--- src/logic/anasr_pkg.sv ---
// Shared constants and carrier types for the auto-negotiation
// ability and status register slice.
// Assumes a 25 MHz management clock and a same-clock negotiation engine.
package anasr_pkg;

  localparam int ADDR_W = 5;
  localparam int DATA_W = 16;

  // Register offsets.
  localparam logic [4:0] OFS_LOCAL_ADV = 5'h04;
  localparam logic [4:0] OFS_PARTNER = 5'h05;
  localparam logic [4:0] OFS_EXPANSION = 5'h06;

  // Local advertisement layout and reset value.
  localparam int SEL_LSB = 0;
  localparam int SEL_MSB = 4;
  localparam logic [4:0] SEL_RESET = 5'h01;
  localparam int ADV_TEN_HALF_BIT = 5;

  // Partner ability layout.
  localparam int PARTNER_NP_BIT = 15;
  localparam int PARTNER_ACK_BIT = 14;
  localparam int PARTNER_RSVD_BIT = 12;
  localparam logic [15:0] PARTNER_RESET = 16'h0000;
  localparam int PARTNER_RF_BIT = 13;
  localparam int PARTNER_ASYM_BIT = 11;
  localparam int PARTNER_PAUSE_BIT = 10;
  localparam int PARTNER_TECH_MSB = 9;
  localparam int PARTNER_TECH_LSB = 5;
  localparam int PARTNER_SEL_MSB = 4;
  localparam int PARTNER_SEL_LSB = 0;

  // Expansion layout.
  localparam int EXP_LOC_VALID_BIT = 6;
  localparam int EXP_STORE_SEL_BIT = 5;
  localparam int EXP_PDF_BIT = 4;
  localparam int EXP_LP_NP_BIT = 3;
  localparam int EXP_LOCAL_NP_BIT = 2;
  localparam int EXP_PAGE_RX_BIT = 1;
  localparam int EXP_LP_AN_BIT = 0;

  // Cycles after reset release before the strap level is trusted.
  localparam logic [1:0] STRAP_SETTLE_CYCLES = 2'h3;

  // One received link code word from the negotiation engine.
  typedef struct packed {
    logic valid;
    logic next_page;
    logic [15:0] word;
  } anasr_page_t;

  // Levels reported by the negotiation engine.
  typedef struct packed {
    logic parallel_fault;
    logic partner_local_next_page_capable;
    logic partner_an_able;
  } anasr_status_t;

endpackage

--- src/logic/anasr_sync2.sv ---
// Two-stage synchroniser for a level arriving from a pin.
// Assumes the level changes slowly compared with the clock.
`timescale 1ns/100ps
module anasr_sync2 (
  input wire logic clk,
  input wire logic srst,
  input wire logic d,
  output logic q
);

  logic meta_q;

  // Only the second stage is read outside this module.
  always_ff @(posedge clk) begin
    if (srst) begin
      meta_q <= 1'b0;
      q <= 1'b0;
    end else begin
      meta_q <= d;
      q <= meta_q;
    end
  end

endmodule

--- src/logic/anasr_cor_flag.sv ---
// Sticky event flag that software clears by reading it.
// Assumes set and clear are both on the module clock.
`timescale 1ns/100ps
module anasr_cor_flag (
  input wire logic clk,
  input wire logic srst,
  input wire logic set,
  input wire logic clr,
  output logic q
);

  logic q_d;

  // A set in the clearing cycle wins so no event is dropped.
  always_comb begin
    q_d = set | (q & ~clr);
  end

  always_ff @(posedge clk) begin
    if (srst) begin
      q <= 1'b0;
    end else begin
      q <= q_d;
    end
  end

endmodule

--- src/logic/anasr_regs.sv ---
// Auto-negotiation register slice: local advertisement low bits,
// partner base-page ability and expansion status.
// Assumes a same-clock negotiation engine and a strobe register port.
//
// How it works
// - Selector bits 4:0 read/write, reset 00001.
// - Bit 5 advertises ten half, strap default.
// - Capture partner abilities into read-only register.
// - Next pages may update partner register later.
// - Bit 14 shows partner acknowledge from bursts.
// - Bit 15 shows partner next page request.
// - Bit 13 shows partner remote fault.
// - Bits 11,10 show partner pause abilities.
// - Bits 9..5 show partner technology abilities.
// - Bits 4:0 show partner selector, reset zero.
// - Partner bit 12 always reads zero.
// - Expansion bits 15:7 read zero, writes ignored.
// - Expansion bits 6 and 5 read one.
// - Expansion bit 4 shows parallel detect fault.
// - Expansion bit 3 shows partner next page ability.
// - Expansion bit 2 fixed one.
// - Page received bit set, cleared by read.
// - Expansion bit 0 shows partner autoneg ability.
`timescale 1ns/100ps
module anasr_regs (
  input wire logic clk,
  input wire logic srst,
  input wire logic [4:0] reg_addr,
  input wire logic [15:0] reg_wdata,
  input wire logic reg_wr,
  input wire logic reg_rd,
  output logic [15:0] reg_rdata,
  input wire logic strap_ten_half,
  input wire anasr_pkg::anasr_page_t page_in,
  input wire anasr_pkg::anasr_status_t status_in,
  input wire logic an_complete,
  output logic [5:0] adv_word,
  output logic adv_written,
  output logic page_received
);

  logic strap_sync;
  logic [1:0] settle_q;
  logic [4:0] selector_q;
  logic ten_half_q;
  logic adv_touched_q;
  logic [15:0] partner_q;
  logic [15:0] partner_d;
  logic pdf_q;
  logic lp_np_q;
  logic lp_an_q;
  logic base_take;
  logic next_take;
  logic wr_adv;
  logic rd_exp;
  logic [15:0] exp_view;
  logic [15:0] rdata_d;

  // The strap is a pin, so it is synchronised before use.
  anasr_sync2 u_strap_sync (
    .clk(clk),
    .srst(srst),
    .d(strap_ten_half),
    .q(strap_sync)
  );

  // Address decode for the strobes.
  assign wr_adv = reg_wr && (reg_addr == anasr_pkg::OFS_LOCAL_ADV);
  assign rd_exp = reg_rd && (reg_addr == anasr_pkg::OFS_EXPANSION);

  // Strap settle counter; the strap level is caught one count before it saturates.
  always_ff @(posedge clk) begin
    if (srst) begin
      settle_q <= 2'h0;
    end else if (settle_q != anasr_pkg::STRAP_SETTLE_CYCLES) begin
      settle_q <= settle_q + 2'h1;
    end
  end

  // Protocol selector, writable by software.
  always_ff @(posedge clk) begin
    if (srst) begin
      selector_q <= anasr_pkg::SEL_RESET;
    end else if (wr_adv) begin
      selector_q <= reg_wdata[anasr_pkg::SEL_MSB:anasr_pkg::SEL_LSB];
    end
  end

  // Remembers a write since reset, so the late strap load cannot undo it.
  always_ff @(posedge clk) begin
    if (srst) begin
      adv_touched_q <= 1'b0;
    end else if (wr_adv) begin
      adv_touched_q <= 1'b1;
    end
  end

  // Ten half ability; a software write wins over the late strap load.
  always_ff @(posedge clk) begin
    if (srst) begin
      ten_half_q <= 1'b0;
    end else if (wr_adv) begin
      ten_half_q <= reg_wdata[anasr_pkg::ADV_TEN_HALF_BIT];
    end else if (settle_q == anasr_pkg::STRAP_SETTLE_CYCLES - 2'h1 && !adv_touched_q) begin
      ten_half_q <= strap_sync;
    end
  end

  // Advertised word and write pulse for the negotiation engine.
  // The word follows the register fields one cycle later, so a change
  // is sent two cycles after its write strobe; adv_written marks each write.
  always_ff @(posedge clk) begin
    if (srst) begin
      adv_word <= {1'b0, anasr_pkg::SEL_RESET};
      adv_written <= 1'b0;
    end else begin
      adv_word <= {ten_half_q, selector_q};
      adv_written <= wr_adv;
    end
  end

  // Base page lands whenever one arrives; next pages may overwrite after
  // completion when the partner can exchange them.
  assign base_take = page_in.valid && !page_in.next_page;
  assign next_take = page_in.valid && page_in.next_page && an_complete
                     && status_in.partner_local_next_page_capable;

  // Each field is copied on its own; reserved bit 12 stays low whatever
  // the partner sends.
  always_comb begin
    partner_d = anasr_pkg::PARTNER_RESET;
    partner_d[anasr_pkg::PARTNER_NP_BIT] = page_in.word[anasr_pkg::PARTNER_NP_BIT];
    partner_d[anasr_pkg::PARTNER_ACK_BIT] = page_in.word[anasr_pkg::PARTNER_ACK_BIT];
    partner_d[anasr_pkg::PARTNER_RF_BIT] = page_in.word[anasr_pkg::PARTNER_RF_BIT];
    partner_d[anasr_pkg::PARTNER_ASYM_BIT] =
        page_in.word[anasr_pkg::PARTNER_ASYM_BIT];
    partner_d[anasr_pkg::PARTNER_PAUSE_BIT] =
        page_in.word[anasr_pkg::PARTNER_PAUSE_BIT];
    partner_d[anasr_pkg::PARTNER_TECH_MSB:anasr_pkg::PARTNER_TECH_LSB] =
        page_in.word[anasr_pkg::PARTNER_TECH_MSB:anasr_pkg::PARTNER_TECH_LSB];
    partner_d[anasr_pkg::PARTNER_SEL_MSB:anasr_pkg::PARTNER_SEL_LSB] =
        page_in.word[anasr_pkg::PARTNER_SEL_MSB:anasr_pkg::PARTNER_SEL_LSB];
    partner_d[anasr_pkg::PARTNER_RSVD_BIT] = 1'b0;
  end

  // Partner ability register; all fields but reserved bit 12 come from the code word.
  always_ff @(posedge clk) begin
    if (srst) begin
      partner_q <= anasr_pkg::PARTNER_RESET;
    end else if (base_take) begin
      partner_q <= partner_d;
    end else if (next_take) begin
      partner_q <= partner_d;
    end
  end

  // Status levels from the engine, registered for a clean read view.
  always_ff @(posedge clk) begin
    if (srst) begin
      pdf_q <= 1'b0;
      lp_np_q <= 1'b0;
      lp_an_q <= 1'b0;
    end else begin
      pdf_q <= status_in.parallel_fault;
      lp_np_q <= status_in.partner_local_next_page_capable;
      lp_an_q <= status_in.partner_an_able;
    end
  end

  // Page received flag, cleared by reading the expansion register.
  anasr_cor_flag u_page_flag (
    .clk(clk),
    .srst(srst),
    .set(page_in.valid),
    .clr(rd_exp),
    .q(page_received)
  );

  // Expansion view; reserved bits stay zero.
  always_comb begin
    exp_view = 16'h0000;
    exp_view[anasr_pkg::EXP_LOC_VALID_BIT] = 1'b1;
    exp_view[anasr_pkg::EXP_STORE_SEL_BIT] = 1'b1;
    exp_view[anasr_pkg::EXP_PDF_BIT] = pdf_q;
    exp_view[anasr_pkg::EXP_LP_NP_BIT] = lp_np_q;
    exp_view[anasr_pkg::EXP_LOCAL_NP_BIT] = 1'b1;
    exp_view[anasr_pkg::EXP_PAGE_RX_BIT] = page_received;
    exp_view[anasr_pkg::EXP_LP_AN_BIT] = lp_an_q;
  end

  // Read mux; unmapped offsets read as zero.
  always_comb begin
    if (reg_addr == anasr_pkg::OFS_LOCAL_ADV) begin
      rdata_d = {10'h000, ten_half_q, selector_q};
    end else if (reg_addr == anasr_pkg::OFS_PARTNER) begin
      rdata_d = partner_q;
    end else if (reg_addr == anasr_pkg::OFS_EXPANSION) begin
      rdata_d = exp_view;
    end else begin
      rdata_d = 16'h0000;
    end
  end

  // Read data stand only in the cycle after the strobe.
  always_ff @(posedge clk) begin
    if (srst) begin
      reg_rdata <= 16'h0000;
    end else if (reg_rd) begin
      reg_rdata <= rdata_d;
    end else begin
      reg_rdata <= 16'h0000;
    end
  end
endmodule

--- config.mk ---
export PLATFORM = sky130hd
export DESIGN_NAME = anasr_regs
export DESIGN_NICKNAME = d
export VERILOG_FILES = /design/src/logic/anasr_pkg.sv /design/src/logic/anasr_sync2.sv /design/src/logic/anasr_cor_flag.sv /design/src/logic/anasr_regs.sv
export SDC_FILE = /design/constraint.sdc
export NUM_CORES = 1
export LEC_CHECK = 0
export BUFFER_PORTS_ARGS = -buffer_cell sky130_fd_sc_hd__buf_2
export CORE_ASPECT_RATIO = 0.9
export CORE_MARGIN = 2
export CORE_UTILIZATION = 45
export DETAILED_ROUTE_END_ITERATION = 8
export PLACE_DENSITY = 0.84
export SYNTH_ARGS = -nofsm -noshare
export SYNTH_HDL_FRONTEND = slang
export SYNTH_HIERARCHICAL = 1
export SYNTH_SLANG_ARGS = --single-unit
--- constraint.sdc ---
create_clock -name clk -period 2.7 [get_ports clk]
set_clock_uncertainty 0.1 [all_clocks]
set_input_delay 0.135 -clock clk [delete_from_list [all_inputs] [get_ports clk]]
set_output_delay 0.135 -clock clk [all_outputs]
set_load 0.02 [all_outputs]
[Yosys cells after proc, flatten, opt, wreduce, memory -nomap -nowiden]
Cells that the tools add are included.
W data, S select, Z words.
Operators by class
  $add $sub $neg: 1
  multiplexer cells: 7
  bitwise operators: 4
  reduce and logical (&&, ||, !) cells: 13
  equal/unequal tests: 5
Operator list (count)
  $mux W16: 3
  $eq A5 B3 Y1 const B: 3
  $logic_and A1 B1 Y1: 7
  $mux W7: 1
  $mux W6: 1
  $reduce_bool A2 Y1: 2
  $reduce_or A3 Y1: 1
  $add A2 B1 Y2 const B: 1
  $eq A2 B2 Y1 const B: 1
  $logic_not A1 Y1: 2
  $mux W1: 2
  $ne A2 B2 Y1 const B: 1
  $not A1 Y1: 2
  $reduce_or A2 Y1: 1
  $and A1 B1 Y1: 1
  $or A1 B1 Y1: 1
Word-level totals
  output and inout port bits: 24
  word-level logic and storage cells: 45
  flip-flop bits (word level): 53
  bits of input ports: 48

[Depth between registers and ports, before layout]
  depth in word-level cells: 5
  depth in mapped cells: 5

[Cells and area by module]
Netlist, hierarchy kept.
Modules (own cells, without submodules)
  anasr_regs: area an instance 1935.6 µm², times used 1, seq. area each 980.9 µm², cells an instance 184
  anasr_sync2: area an instance 52.6 µm², times used 1, seq. area each 40.0 µm², cells an instance 4
  anasr_cor_flag: area an instance 38.8 µm², times used 1, seq. area each 20.0 µm², cells an instance 4

[Worst setup path after synthesis]
OpenSTA, ideal clock, no wires.
  kind: flip-flop to flip-flop
  start point: reg settle_q[0]
  end point: reg ten_half_q
  cell stages (with the launch flop): 6
  data required time: 2505 ps
  path slack: 1462 ps
  library setup time: 95 ps
  arrival: 1042 ps
  cells stage by stage: dfxtp_1 -> inv_1 -> ha_1 -> nor2b_1 -> mux2i_1 -> a221oi_1
Between the ends
  longest elaborated chain between the ends: 3
RTL lines
  from (decl): line anasr_regs.sv:43  | logic [1:0] settle_q;
  from (signal assigned): line anasr_regs.sv:76  | settle_q <= settle_q + 2'h1;
  $eq A2 B2 Y1: line anasr_regs.sv:104  | end else if (settle_q == anasr_pkg::STRAP_SETTLE_CYCLES - 2'h1 && !adv_touched_q) begin
  $logic_and A1 B1 Y1: line anasr_regs.sv:104
  $reduce_bool A2 Y1 (no line)
  to (signal assigned): line anasr_regs.sv:103  | ten_half_q <= reg_wdata[anasr_pkg::ADV_TEN_HALF_BIT];
  to (signal assigned): line anasr_regs.sv:105  | ten_half_q <= strap_sync;
  to (decl): line anasr_regs.sv:45  | logic ten_half_q;
No other way between the ends.
A chain may end at the register's enable or synchronous reset.

[Worst setup path in the final report]
  start point: in status_in[1] (netlist name)
  end point: reg partner_q[5]
Between the ends
  longest elaborated chain between the ends: 2
RTL lines
  from (decl): line anasr_regs.sv:35  | input wire anasr_pkg::anasr_status_t status_in,
  $logic_and A1 B1 Y1: line anasr_regs.sv:126  | && status_in.partner_local_next_page_capable;
  $reduce_bool A2 Y1 (no line)
  to (signal assigned): line anasr_regs.sv:149  | partner_q <= anasr_pkg::PARTNER_RESET;
  to (signal assigned): line anasr_regs.sv:151  | partner_q <= partner_d;
  to (signal assigned): line anasr_regs.sv:153  | partner_q <= partner_d;
  to (decl): line anasr_regs.sv:47  | logic [15:0] partner_q;
No other way between the ends.

==> metrics.yaml <==
route:
  drtAntennaViolNets: 0
  firstDrtPassIters: 4
  num_vias: 1478
  first_iter_violations: 56
  vias_per_cell: 4.48
  wire_per_inst_um: 11.2
  drc: 0
  finalWirelength_mm: 3.70
floorplanning:
  rows: 23
  top_level_ports: 72
  die_h_um: 67.7
  initial_core_util: 0.460
  core_area_um2: 4400
  dieArea_um2: 5060
  die_w_um: 74.7
global_route:
  antenna_found_initial: 0
  busiest_layer: "met2"
  grtUsageMet1: 0.208
  gr-usage-met2: 0.253
  track_usage: 0.161
  use_met3: 0.0418
  grt_pass1_vias: 1352
  grt_max_degree: 54
  grt_remaining_overflow: 0
  grt_pass1_wl_mm: 6.07
critical_path:
  cpPeakStageDelay_ns: 0.52
  setup.worst_path.class: "primary input to register"
  worst_setup_path_start_kind: "primary input"
  path_delay_family: "buffers and inverters"
  cp_max_fo: 15
  worst-path-buf-inv: 3
  path_cells: "dlygate4sd3_1, buf_2, nand2_1, a21boi_2, buf_4, mux2i_1"
  worstPathRequired_ns: 2.82
  worst_path_max_delay_cell: "dlygate4sd3_1"
  worstPathArrival_ns: 1.49
  end_kind: "register"
clocking:
  cts-root-buf: "clkbuf_8"
  cts_sinks: 52
  cts_setup_buffers: 0
  path_clk_slew_ns: 0.09
  postCtsResizedCells: 0
  clock_latency_ns: 0.29
  cts_max_path_buffers: 2
  htreeDepth: 2
  cts_hold_buf: 18
  numCtsBuffers: 5
  cts_tree: "done"
yosys:
  syn_avg_cell_area_um2: 10.6
  ys_warn_count: 6
  yosys_register_bits: 52
  synth_cell_types: 34
  netlist_area_um2: 2030
  synth_seq_area_share: 0.514
  synthCells: 192
  synth.net_count: 242
finish:
  drive_above_1_share: 0.291
  n_antenna_cell: 0
  num-nets-final: 317
  fillers: 376
  postLayoutCellArea_um2: 2620
  fin_util: 0.594
  area_growth_syn_to_layout_pct: 29.1
job:
  drv_cap: 0
timing:
  hold_viol: 0
  period_share: 0.507
  final.setup.tns_ns: 0
  finalSetupViolations: 0
  fmax_mhz: 731
  maxSlewHeadroom: 0.501
  slew_violations: 0
  worst-slew-pin-transition_ns: 0.748
  grt_setup_unrepaired: "no"
  period_minus_slack_ns: 1.37
power_and_ir_drop:
  leakagePower_uw: 0.00120
  p_per_area_nw_per_um2: 537
  peakVddDrop_v: 0.000250
place:
  dpl-instance-area_um2: 2340
  finalWeightedCongestion: 0.786
  port-buffer-count: 59
  hpwl_mm: 2.59
hold_path:
  min_path_type: "primary input to register"
outcome:
  run_status: "finished, final reports clean"
-- sequential cells by signal, indices dropped and copies added, names as in the netlist --
| register | cells |
|---|---|
| settle_q | 2 |
| adv_word | 6 |
| adv_touched_q | 1 |
| lp_np_q | 1 |
| lp_an_q | 1 |
| partner_q | 15 |
| pdf_q | 1 |
| ten_half_q | 1 |
| adv_written | 1 |
| u_strap_sync/meta_q | 1 |
| u_strap_sync/q | 1 |
| u_page_flag/q | 1 |
| reg_rdata | 15 |
| selector_q | 5 |
-- cell usage in the layout (no fill, tap or decap), drive strengths merged, types with 3 or more instances in the layout --
cell type	netlist	layout
and2	9	9
nand2b	31	31
a21oi	7	7
dlygate4sd3	0	18
nor2	10	10
nor2b	18	18
o2bb2ai	3	3
clkbuf	4	6
mux2	4	4
inv	4	4
o211a	3	3
mux2i	16	16
and3	4	4
nand2	5	5
buf	6	60
dfxtp	52	52
-- cell families (layout without fill, tap and decap cells) --
family / after synthesis / count (layout) / share of synthesized area
xor+xnor: 1 / 1 / 0.00432
mux: 20 / 20 / 0.109
fa+ha+maj: 2 / 2 / 0.0123
simple gates: 83 / 83 / 0.250
other cells: 1 / 1 / 0.00185
compound gates: 19 / 19 / 0.0704
buf+inv: 14 / 90 / 0.0389
flops: 52 / 52 / 0.514
-- layer usage --
layer / share of wire / routed length (um)
met4: 0.017 / 64
met2: 0.45 / 1660
met3: 0.043 / 158
met5: 0 / 0
met1: 0.49 / 1820
-- report_power, final --
part           switching, uW  leakage (uW)  internal (uW)
logic                   69.5      0.000726           86.1
registers               15.3      0.000424            794
clock network            235     0.0000510            205
total                    320       0.00120           1090
-- worst paths after layout --
path / slack (ns) / to / cells past startpoint / startpoint
min reg2reg: 0.35 / u_strap_sync/q / 1 / u_strap_sync/meta_q
min: 0.0003 / partner_q[7] / 3 / page_in[7]
max reg2reg: 1.38 / ten_half_q / 5 / settle_q[0]
max: 1.33 / partner_q[5] / 6 / status_in[1]
-- tightest hold or removal path, stage by stage --
cell	delay, ns
buf_2	0.10
nand2b_1	0.05
mux2i_1	0.06
-- cells in the mapped netlist --
cell,instances,area share
nand3b_1,1,0.0037
a21boi_2,1,0.0056
and3_1,3,0.0093
mux2_4,4,0.030
inv_1,4,0.0074
nand2_1,5,0.0093
and3_2,1,0.0037
buf_2,2,0.0049
nand2b_1,31,0.096
clkbuf_2,1,0.0025
ha_1,2,0.012
dfxtp_1,52,0.51
xor2_1,1,0.0043
nor2b_1,18,0.056
nor4b_2,1,0.0074
nor4b_1,1,0.0043
o211a_1,3,0.015
o21bai_1,2,0.0074
o22ai_1,1,0.0031
a21oi_2,1,0.0043
clkbuf_1,3,0.0056
mux2i_1,16,0.079
nand3_1,1,0.0025
and2_1,9,0.028
buf_6,2,0.011
conb_1,1,0.0019
a221oi_1,1,0.0043
nor2_1,10,0.019
nor3b_4,1,0.0093
o2bb2ai_1,3,0.013
or2_2,1,0.0031
buf_4,2,0.0074
a31oi_1,1,0.0031
a21oi_1,6,0.015
-- final cells by class --
| class | count | area, um^2 | area share |
|---|---|---|---|
| Clock buffer | 6 | 82.6 | 0.0316 |
| Clock inverter | 2 | 10.0 | 0.00383 |
| Inverter | 4 | 15.0 | 0.00574 |
| Multi-Input combinational cell | 126 | 907 | 0.347 |
| Tap cell | 62 | 77.6 | 0.0297 |
| Timing Repair Buffer | 78 | 483 | 0.185 |
| Sequential cell | 52 | 1040 | 0.398 |
-- metrics by stage --
step | cells | hold slack, ns | power [uW] | setup WS [ns]
floorplan | 192 | 0.0974 | 920 | 1.46
global placement | 304 | 0.244 | 960 | 1.10
detailed placement | 304 | 0.250 | 965 | 1.06
CTS | 330 | 0.000406 | 1420 | 1.35
global route | 330 | 0.00915 | 1480 | 1.24
finish | 330 | 0.000262 | 1410 | 1.33
(Power assumes the default switching activity.)
